`config.mk`:
```
export PLATFORM = sky130hd
export DESIGN_NAME = uorc_top
export DESIGN_NICKNAME = d
export VERILOG_FILES = /design/src/verilog/uorc_pkg.sv /design/src/verilog/uorc_top.sv
export VERILOG_INCLUDE_DIRS = /design/src /design/src/verilog
export SDC_FILE = /design/constraint.sdc
export NUM_CORES = 1
export LEC_CHECK = 0
export BUFFER_PORTS_ARGS = -buffer_cell sky130_fd_sc_hd__buf_2
export CORE_ASPECT_RATIO = 1.5
export CORE_MARGIN = 8
export CORE_UTILIZATION = 53
export DETAILED_ROUTE_END_ITERATION = 12
export PLACE_DENSITY = 0.86
export SYNTH_ARGS = -nofsm -noshare
export SYNTH_HDL_FRONTEND = slang
export SYNTH_SLANG_ARGS = --single-unit
```
`constraint.sdc`:
```
create_clock -name REF_CLK -period 2.59 [get_ports REF_CLK]
set_clock_uncertainty 0.1 [all_clocks]
set_input_delay 0.777 -clock REF_CLK [delete_from_list [all_inputs] [get_ports REF_CLK]]
set_output_delay 0.777 -clock REF_CLK [all_outputs]
set_load 0.02 [all_outputs]
```
`src/verilog/uorc_map.svh`:
```
`ifndef UORC_MAP_SVH
`define UORC_MAP_SVH

// ----------------------------------------
// Register byte offsets
// ----------------------------------------
`define UORC_OFS_USER 8'h20
`define UORC_OFS_REMAP 8'h24
`define UORC_OFS_STATUS 8'h28

// ----------------------------------------
// Reset values
// ----------------------------------------
`define UORC_USER_RST 32'hFFFFFFFF
`define UORC_REMAP_RST 32'h00000000
`define UORC_ZERO32 32'h00000000

// ----------------------------------------
// Field positions and constants
// ----------------------------------------
`define UORC_FULL8 8'hFF
`define UORC_FULL4 4'hF
`define UORC_ONE8 8'h01
`define UORC_REMAP_EN_BIT 31
`define UORC_RESP_OKAY 2'h0
`define UORC_RESP_SLVERR 2'h2

`endif

```
`src/verilog/uorc_pkg.sv`:
```
package uorc_pkg;

    typedef struct packed {
        logic [7:0] reserved_hi;
        logic [7:0] por_delay;
        logic reserved_15;
        logic lowvolt_reset_disable;
        logic lowvolt_filter_disable;
        logic lowvolt_detect_disable;
        logic [3:0] lowvolt_level_select;
        logic [7:0] lowvolt_filter_count;
    } uorc_user_type;

    typedef struct packed {
        logic vector_remap_enable;
        logic [30:0] vector_table_base;
    } uorc_remap_type;

    typedef enum logic [1:0] {
        UORC_POR_WAIT = 2'b00,
        UORC_POR_DELAY = 2'b01,
        UORC_POR_RUN = 2'b10
    } uorc_por_state_type;

endpackage

```
`src/verilog/uorc_top.sv`:
```
`timescale 1ns/100ps
`include "uorc_map.svh"

module uorc_top
    import uorc_pkg::*;
(
    input wire logic REF_CLK,
    input wire logic RESETN,
    input wire logic SLOW_OSC_TICK,
    input wire logic OPTION_LOAD,
    input wire logic [31:0] OPTION_WORD,
    input wire logic SUPPLY_BELOW_TRIP,
    output logic CORE_RESET_N,
    output logic SYSTEM_RESET_REQ,
    output logic LOWVOLT_DETECT_ON,
    output logic [3:0] LOWVOLT_LEVEL_CODE,
    output logic LOW_SUPPLY_TRIP,
    output logic VECTOR_REMAP_ENABLE,
    output logic [30:0] VECTOR_TABLE_BASE,
    input wire logic [7:0] S_AXI_AWADDR,
    input wire logic S_AXI_AWVALID,
    output logic S_AXI_AWREADY,
    input wire logic [31:0] S_AXI_WDATA,
    input wire logic [3:0] S_AXI_WSTRB,
    input wire logic S_AXI_WVALID,
    output logic S_AXI_WREADY,
    output logic [1:0] S_AXI_BRESP,
    output logic S_AXI_BVALID,
    input wire logic S_AXI_BREADY,
    input wire logic [7:0] S_AXI_ARADDR,
    input wire logic S_AXI_ARVALID,
    output logic S_AXI_ARREADY,
    output logic [31:0] S_AXI_RDATA,
    output logic [1:0] S_AXI_RRESP,
    output logic S_AXI_RVALID,
    input wire logic S_AXI_RREADY
);

    // ----------------------------------------
    // Helpers
    // ----------------------------------------
    function automatic logic [7:0] span_from_field(input logic [7:0] field);
        span_from_field = `UORC_FULL8 - field;
    endfunction

    function automatic logic [7:0] count_step(input logic [7:0] count);
        count_step = count + `UORC_ONE8;
    endfunction

    function automatic logic addr_is_remap(input logic [7:0] addr);
        addr_is_remap = (addr == `UORC_OFS_REMAP);
    endfunction

    // ----------------------------------------
    // Storage
    // ----------------------------------------
    uorc_user_type user_reg;
    uorc_remap_type remap_reg;
    uorc_por_state_type por_state_reg;
    logic [7:0] por_cnt_reg;
    logic [7:0] filt_cnt_reg;
    logic trip_reg;
    logic core_rst_n_reg;
    logic sys_rst_reg;
    logic [7:0] aw_addr_reg;
    logic aw_held_reg;
    logic [31:0] w_data_reg;
    logic [3:0] w_strb_reg;
    logic w_held_reg;
    logic bvalid_reg;
    logic [1:0] bresp_reg;
    logic rvalid_reg;
    logic [31:0] rdata_reg;
    logic [1:0] rresp_reg;

    logic [7:0] por_span;
    logic [7:0] filt_span;
    logic detect_on;
    logic wr_fire;
    logic [31:0] remap_next;
    logic [31:0] status_word;
    logic aw_take;
    logic w_take;
    logic ar_take;
    logic lowvolt_reset_on;
    logic filter_on;

    assign por_span = span_from_field(user_reg.por_delay);
    assign filt_span = span_from_field(user_reg.lowvolt_filter_count);
    assign detect_on = ~user_reg.lowvolt_detect_disable;
    assign lowvolt_reset_on = ~user_reg.lowvolt_reset_disable;
    assign filter_on = ~user_reg.lowvolt_filter_disable;

    // ----------------------------------------
    // Option word capture
    // ----------------------------------------
    always_ff @(posedge REF_CLK) begin
        if (!RESETN) begin
            user_reg <= `UORC_USER_RST;
        end else if (OPTION_LOAD) begin
            user_reg <= OPTION_WORD;
        end
    end

    // ----------------------------------------
    // Core release delay
    // ----------------------------------------
    always_ff @(posedge REF_CLK) begin
        if (!RESETN) begin
            por_state_reg <= UORC_POR_WAIT;
            por_cnt_reg <= 8'h00;
            core_rst_n_reg <= 1'b0;
        end else begin
            case (por_state_reg)
                UORC_POR_WAIT: begin
                    // Delay starts on the first load after reset
                    por_cnt_reg <= 8'h00;
                    if (OPTION_LOAD) begin
                        por_state_reg <= UORC_POR_DELAY;
                    end
                end
                UORC_POR_DELAY: begin
                    if (por_cnt_reg >= por_span) begin
                        por_state_reg <= UORC_POR_RUN;
                        core_rst_n_reg <= 1'b1;
                    end else if (SLOW_OSC_TICK) begin
                        por_cnt_reg <= count_step(por_cnt_reg);
                    end
                end
                UORC_POR_RUN: begin
                    // Later loads never restart the delay
                    core_rst_n_reg <= 1'b1;
                end
                default: begin
                    por_state_reg <= UORC_POR_WAIT;
                end
            endcase
        end
    end

    // ----------------------------------------
    // Low supply filter
    // ----------------------------------------
    always_ff @(posedge REF_CLK) begin
        if (!RESETN) begin
            filt_cnt_reg <= 8'h00;
            trip_reg <= 1'b0;
        end else if (!detect_on || !SUPPLY_BELOW_TRIP) begin
            filt_cnt_reg <= 8'h00;
            trip_reg <= 1'b0;
        end else if (!filter_on) begin
            filt_cnt_reg <= 8'h00;
            trip_reg <= 1'b1;
        end else if (filt_cnt_reg >= filt_span) begin
            trip_reg <= 1'b1;
        end else if (SLOW_OSC_TICK) begin
            filt_cnt_reg <= count_step(filt_cnt_reg);
        end
    end

    // ----------------------------------------
    // System reset request
    // ----------------------------------------
    always_ff @(posedge REF_CLK) begin
        if (!RESETN) begin
            sys_rst_reg <= 1'b0;
        end else begin
            sys_rst_reg <= trip_reg & lowvolt_reset_on;
        end
    end

    // ----------------------------------------
    // Remap register
    // ----------------------------------------
    always_comb begin
        remap_next = remap_reg;
        for (int i = 0; i < 4; i++) begin
            if (w_strb_reg[i]) begin
                remap_next[i*8 +: 8] = w_data_reg[i*8 +: 8];
            end
        end
    end

    always_ff @(posedge REF_CLK) begin
        if (!RESETN) begin
            remap_reg <= `UORC_REMAP_RST;
        end else if (wr_fire && addr_is_remap(aw_addr_reg)) begin
            remap_reg <= remap_next;
        end
    end

    // ----------------------------------------
    // Handshake strobes
    // ----------------------------------------
    assign aw_take = S_AXI_AWVALID & S_AXI_AWREADY;
    assign w_take = S_AXI_WVALID & S_AXI_WREADY;
    assign ar_take = S_AXI_ARVALID & S_AXI_ARREADY;

    // ----------------------------------------
    // AXI4-Lite write channel
    // ----------------------------------------
    assign wr_fire = aw_held_reg & w_held_reg & ~bvalid_reg;

    always_ff @(posedge REF_CLK) begin
        if (!RESETN) begin
            aw_held_reg <= 1'b0;
            aw_addr_reg <= 8'h00;
        end else if (aw_take) begin
            aw_held_reg <= 1'b1;
            aw_addr_reg <= S_AXI_AWADDR;
        end else if (wr_fire) begin
            aw_held_reg <= 1'b0;
        end
    end

    always_ff @(posedge REF_CLK) begin
        if (!RESETN) begin
            w_held_reg <= 1'b0;
            w_data_reg <= `UORC_ZERO32;
            w_strb_reg <= 4'h0;
        end else if (w_take) begin
            w_held_reg <= 1'b1;
            w_data_reg <= S_AXI_WDATA;
            w_strb_reg <= S_AXI_WSTRB;
        end else if (wr_fire) begin
            w_held_reg <= 1'b0;
        end
    end

    always_ff @(posedge REF_CLK) begin
        if (!RESETN) begin
            bvalid_reg <= 1'b0;
            bresp_reg <= `UORC_RESP_OKAY;
        end else if (wr_fire) begin
            bvalid_reg <= 1'b1;
            if (addr_is_remap(aw_addr_reg)) begin
                bresp_reg <= `UORC_RESP_OKAY;
            end else begin
                bresp_reg <= `UORC_RESP_SLVERR;
            end
        end else if (S_AXI_BREADY) begin
            bvalid_reg <= 1'b0;
        end
    end

    // ----------------------------------------
    // AXI4-Lite read channel
    // ----------------------------------------
    assign status_word = {28'h0000000, SUPPLY_BELOW_TRIP, trip_reg,
        sys_rst_reg, core_rst_n_reg};

    always_ff @(posedge REF_CLK) begin
        if (!RESETN) begin
            rvalid_reg <= 1'b0;
            rdata_reg <= `UORC_ZERO32;
            rresp_reg <= `UORC_RESP_OKAY;
        end else if (ar_take) begin
            rvalid_reg <= 1'b1;
            rresp_reg <= `UORC_RESP_OKAY;
            if (S_AXI_ARADDR == `UORC_OFS_USER) begin
                rdata_reg <= user_reg;
            end else if (S_AXI_ARADDR == `UORC_OFS_REMAP) begin
                rdata_reg <= remap_reg;
            end else if (S_AXI_ARADDR == `UORC_OFS_STATUS) begin
                rdata_reg <= status_word;
            end else begin
                rdata_reg <= `UORC_ZERO32;
                rresp_reg <= `UORC_RESP_SLVERR;
            end
        end else if (S_AXI_RREADY) begin
            rvalid_reg <= 1'b0;
        end
    end

    // ----------------------------------------
    // Outputs
    // ----------------------------------------
    assign S_AXI_AWREADY = ~aw_held_reg & ~bvalid_reg;
    assign S_AXI_WREADY = ~w_held_reg & ~bvalid_reg;
    assign S_AXI_BVALID = bvalid_reg;
    assign S_AXI_BRESP = bresp_reg;
    assign S_AXI_ARREADY = ~rvalid_reg;
    assign S_AXI_RVALID = rvalid_reg;
    assign S_AXI_RDATA = rdata_reg;
    assign S_AXI_RRESP = rresp_reg;

    assign CORE_RESET_N = core_rst_n_reg;
    assign SYSTEM_RESET_REQ = sys_rst_reg;
    assign LOW_SUPPLY_TRIP = trip_reg;
    assign LOWVOLT_DETECT_ON = detect_on;
    assign LOWVOLT_LEVEL_CODE = `UORC_FULL4 - user_reg.lowvolt_level_select;
    assign VECTOR_REMAP_ENABLE = remap_reg.vector_remap_enable;
    assign VECTOR_TABLE_BASE = remap_reg.vector_table_base;

endmodule
```
# After elaboration in Yosys (flattened, before gate mapping)
# Index checks and enable logic that the tools add are counted.
# W data, S select, Z words.
[totals]
reg_bits = 169
out_inout_bits = 81
word_cells = 108
input_bits = 94
[classes]
n_addsub = 5
reduce_logical = 21
n_mux = 24
n_eq_ne = 10
order_cmp = 2
bitwise = 17
[op_table]
columns = ["op", "count"]
rows = [
  ["$mux W32", 2],
  ["$eq A8 B6 Y1 const B", 4],
  ["$add A8 B1 Y8 const B", 2],
  ["$ge A8 B8 Y1", 2],
  ["$mux W8", 2],
  ["$pmux W8 S2", 1],
  ["$sub A8 B8 Y8 const A", 2],
  ["$reduce_bool A2 Y1", 7],
  ["$mux W2", 6],
  ["$reduce_and A2 Y1", 6],
  ["$mux W1", 10],
  ["$not A1 Y1", 9],
  ["$and A1 B1 Y1", 8],
  ["$ne A2 B2 Y1 const B", 4],
  ["$pmux W2 S3", 1],
  ["$reduce_and A3 Y1", 2],
  ["$mux W4", 1],
  ["$sub A4 B4 Y4 const A", 1],
  ["$reduce_or A3 Y1", 1],
  ["$eq A2 B1 Y1 const B", 1],
  ["$eq A2 B2 Y1 const B", 1],
  ["$logic_not A2 Y1", 1],
  ["$pmux W1 S2", 1],
  ["$reduce_or A2 Y1", 1],
  ["other kinds (3)", 3],
]

# Logic depth before layout (Yosys ltp)
[logic_depth]
depth_word = 4
depth_mapped = 8
depth_no_buf = 7

# Worst setup path after synthesis
# OpenSTA, ideal clock, no wires.
[synth_timing]
path_type = "input -> register"
start = "in S_AXI_ARADDR[7]"
end = "reg rdata_reg[10] (netlist: S_AXI_RDATA[10])"
t_arrival_ps = 2015
setup_time_ps = 65
t_required_ps = 2425
slack_ps = 410
cell_stages = 6
path_cell_list = "nor4_1 > nand3b_1 > nor3_2 > clkbuf_1 > a22oi_1 > nor2_1"
[synth_between]
elab_chain_len = 3
word_cells_on_any_way = 4
cone_classes = "2 x eq/ne; 2 x mux"
[synth_lines]
columns = ["element", "line", "text"]
rows = [
  ["start: declaration", "uorc_top.sv:30", "input wire logic [7:0] S_AXI_ARADDR,"],
  ["$eq A8 B6 Y1 (no source line)", "n/a", ""],
  ["$mux W32", "uorc_top.sv:262", "end else if (S_AXI_ARADDR == `UORC_OFS_REMAP) begin"],
  ["$mux W32 (*)", "uorc_top.sv:260", "if (S_AXI_ARADDR == `UORC_OFS_USER) begin"],
  ["end signal: assignment", "uorc_top.sv:261", "rdata_reg <= user_reg;"],
  ["end signal: assignment", "uorc_top.sv:263", "rdata_reg <= remap_reg;"],
  ["end signal: assignment", "uorc_top.sv:265", "rdata_reg <= status_word;"],
  ["end: declaration", "uorc_top.sv:73", "logic [31:0] rdata_reg;"],
]
# Every way passes the cells marked *; elsewhere a longest branch is shown, timed or not.
# A chain may end at the register's enable or synchronous reset.

# Worst setup path in the final report
[layout_timing]
start = "reg filt_cnt_reg[2]"
end = "reg filt_cnt_reg[3]"
[layout_between]
elab_chain_len = 3
word_cells_on_any_way = 4
cone_classes = "1 x add/sub; 1 x order compare; 1 x bitwise; 1 x reduce/logical"
[layout_lines]
columns = ["element", "line", "text"]
rows = [
  ["start: declaration", "uorc_top.sv:61", "logic [7:0] filt_cnt_reg;"],
  ["start signal: assignment", "uorc_top.sv:157", "filt_cnt_reg <= count_step(filt_cnt_reg);"],
  ["$ge A8 B8 Y1", "uorc_top.sv:154", "end else if (filt_cnt_reg >= filt_span) begin"],
  ["$not A1 Y1 (no source line)", "n/a", ""],
  ["$reduce_and A2 Y1 (no source line)", "n/a", ""],
]
# Parallel ways exist; a longest one is shown, timed or not.

==> impl_metrics.py <==
metrics = {
    "critical_path": {
        "regToRegEndpoint": "filt_cnt_reg[3]",
        "critical_path.max_stage_delay_ns": 0.50,
        "worstPathArrival_ns": 2.60,
        "r2r-start": "filt_cnt_reg[2]",
        "start_kind": "register",
        "critical_path_required_ns": 2.83,
        "cp-endpoint": "filt_cnt_reg[3]",
        "rrSetupSlack_ns": 0.23,
        "crit_top_cell": "a21oi_1",
        "crit_start": "filt_cnt_reg[2]",
        "r2r_cells": 6,
        "cp_max_fo": 14,
        "crit_chain": "ha_1 > or3_1 > a21oi_1 > o311ai_4 > or3_2 > a21oi_1",
        "crit_slowest_cell": "or3_2",
        "worstSetupEndpointType": "register",
        "crit_type": "register to register",
    },
    "timing": {
        "setup_tns_ns": 0,
        "worst_slew_pin_slew_ns": 0.891,
        "fin_crit_ns": 2.36,
        "setup_viol": 0,
        "slew_viol_final": 0,
        "hold_viol_final": 0,
        "grt_setup_unrepaired": "no",
        "post-route-period-util_pct": 90.9,
        "fmax_ghz": 0.425,
        "slew_headroom_pct": 40.3,
    },
    "job": {
        "drv_cap": 0,
    },
    "clock_network": {
        "htree_levels": 4,
        "ctsResizeCount": 0,
        "cts_tree": "yes",
        "postCtsHoldBufs": 0,
        "clock-root-buffer": "clkbuf_16",
        "cts_made_buffers": 17,
        "clk-insertion-delay-late_ns": 0.42,
        "clockBufferDepth": 2,
        "clk_pin_slew_ns": 0.07,
        "cts_sinks": 167,
        "post_cts_buffers": 0,
    },
    "final_layout": {
        "antennaDiodeCount": 0,
        "fill_cells": 1049,
        "final_util_pct": 66.0,
        "fin_nets": 1065,
        "drive_gt1_share_pct": 25.9,
        "post-route-cell-area_mm2": 0.00847,
        "area_delta_synth_final_pct": 22.7,
    },
    "routing": {
        "drt_iter0_drc": 289,
        "antenna_left": 0,
        "avgViaCountPerCell": 5.56,
        "drc_errors": 0,
        "dr.pass1.iters": 5,
        "vias": 6235,
        "wire_per_inst_um": 16.9,
        "wirelength_mm": 18.9,
    },
    "logic_synthesis": {
        "ys_types": 47,
        "yosysMostFrequentCell": "nand2_1",
        "syn_inst": 797,
        "synth_top_area_cell": "dfxtp_1",
        "synth.avg_cell_area_um2": 8.66,
        "synth_top_flop_cell": "dfxtp_1",
        "async_flop_share_pct": 0,
        "synth_seq_cells": 167,
        "synth_edf_count": 0,
        "synthTopCellsByCount": "nand2_1, dfxtp_1, a21oi_1, nand3_1, nor2_1",
        "ys_seq_area_share_pct": 48.4,
        "synth_area_leaders": "dfxtp_1, nand2_1, a21oi_1",
        "yosysWarningCount": 0,
        "synth_top_area_share_pct": 48.4,
        "syn_area_mm2": 0.00690,
    },
    "floorplan": {
        "core-area_mm2": 0.0128,
        "rows": 51,
        "die_x_um": 109,
        "start_util_pct": 53.8,
        "dieArea_mm2": 0.0170,
        "chipHeight_um": 156,
        "num_io_pins": 175,
    },
    "global_routing": {
        "grt_use_total_pct": 21.7,
        "grt_max_degree": 118,
        "first_global_vias": 5996,
        "grt_pass1_wl_mm": 29.4,
        "antenna_found_initial": 0,
        "overflow": 0,
    },
    "power": {
        "power_density_mw_per_mm2": 691,
        "peakVddDrop_mv": 0.479,
        "p_leak_nw": 3.67,
    },
    "placement": {
        "routabilityCongestion": 0.877,
        "io_buffers": 172,
        "dpl.hpwl_mm": 13.9,
        "placed_area_mm2": 0.00789,
    },
    "min_path": {
        "min_path_type": "register to register",
        "hp-start": "aw_addr_reg[1]",
    },
    "status": {
        "run_status": "completed",
    },
}
how the worst min path moves through the flow:
| stage | end | slack, ns | cells past startpoint |
|---|---|---|---|
| detailed placement | aw_addr_reg[1] | 0.34 | 2 |
| CTS | aw_addr_reg[1] | 0.35 | 2 |
| finish | aw_addr_reg[1] | 0.35 | 2 |
| global route | w_data_reg[4] | 0.37 | 2 |
| floorplan | LOW_SUPPLY_TRIP | 0.31 | 1 |
| global placement | LOW_SUPPLY_TRIP | 0.34 | 1 |
area by class of cell:
type	count	area, um^2	area share, %
Sequential cell	167	3340	39.5
Multi-Input combinational cell	562	3270	38.6
Timing Repair Buffer	184	1000	11.8
Clock buffer	19	443	5.23
Tap cell	159	199	2.35
Clock inverter	12	143	1.68
Inverter	18	68.8	0.812
per-stage QoR:
step / std cells / hold WS [ns] / total power [mW] / setup slack (ns)
after global routing: 1121 / 0.367 / 6.06 / 0.123
after detailed placement: 1090 / 0.343 / 3.37 / 0.288
after floorplan: 798 / 0.314 / 3.17 / 0.410
final: 1121 / 0.348 / 5.85 / 0.234
after global placement: 1090 / 0.338 / 3.35 / 0.380
after CTS: 1121 / 0.352 / 5.87 / 0.254
layout by cell type (no fill, tap or decap), types with 3 or more instances in the layout:
cell,instances
buf_4,8
o21ai_0,20
nand3_1,48
dfxtp_1,167
buf_2,172
inv_1,17
clkinvlp_4,3
buf_12,4
or3_1,4
o211ai_1,10
a21oi_1,89
a22oi_1,32
nand2_1,178
nor3_1,3
o2bb2ai_1,4
a211oi_1,5
and2_1,4
nor2_1,45
clkbuf_16,17
mux2_2,22
ha_1,21
mux2i_1,32
nand2b_1,6
inv_6,5
or3_2,4
power breakdown:
part	leakage [nW]	internal, mW	switching, mW	total (mW)
Sequential	1.36	2.66	0.0736	2.74
Clock	0.279	1.46	1.07	2.53
Combinational	2.03	0.235	0.347	0.582
per-layer routing:
metal / part of all wire, % / wire (um) / GRT usage, % / vias up
met3: 5.3 / 995 / 4.96 / 61
met1: 41 / 7770 / 25.3 / 2930
met2: 49 / 9180 / 34.9 / 197
met4: 5.1 / 958 / 13.8 / 0
li1: - / - / - / 3047
met5: 0 / 0 / 0 / -
critical path: cells and delay by family (launching register included):
kind / cells / cell delay (ns)
and+or+nand+nor: 2 / 0.84
adders and majority gates: 1 / 0.26
AOI/OAI and AO/OA: 3 / 0.68
DFF: 1 / 0.41
cell families after synthesis:
| logic type | after synthesis | share of synthesized area, % |
|---|---|---|
| xor+xnor | 2 | 0.254 |
| simple gates | 310 | 19.6 |
| compound gates | 173 | 15.3 |
| buf+inv | 69 | 4.30 |
| mux | 54 | 8.23 |
| other cells | 1 | 0.0543 |
| fa+ha+maj | 21 | 3.81 |
| flops | 167 | 48.4 |
(Power assumes the default switching activity.)
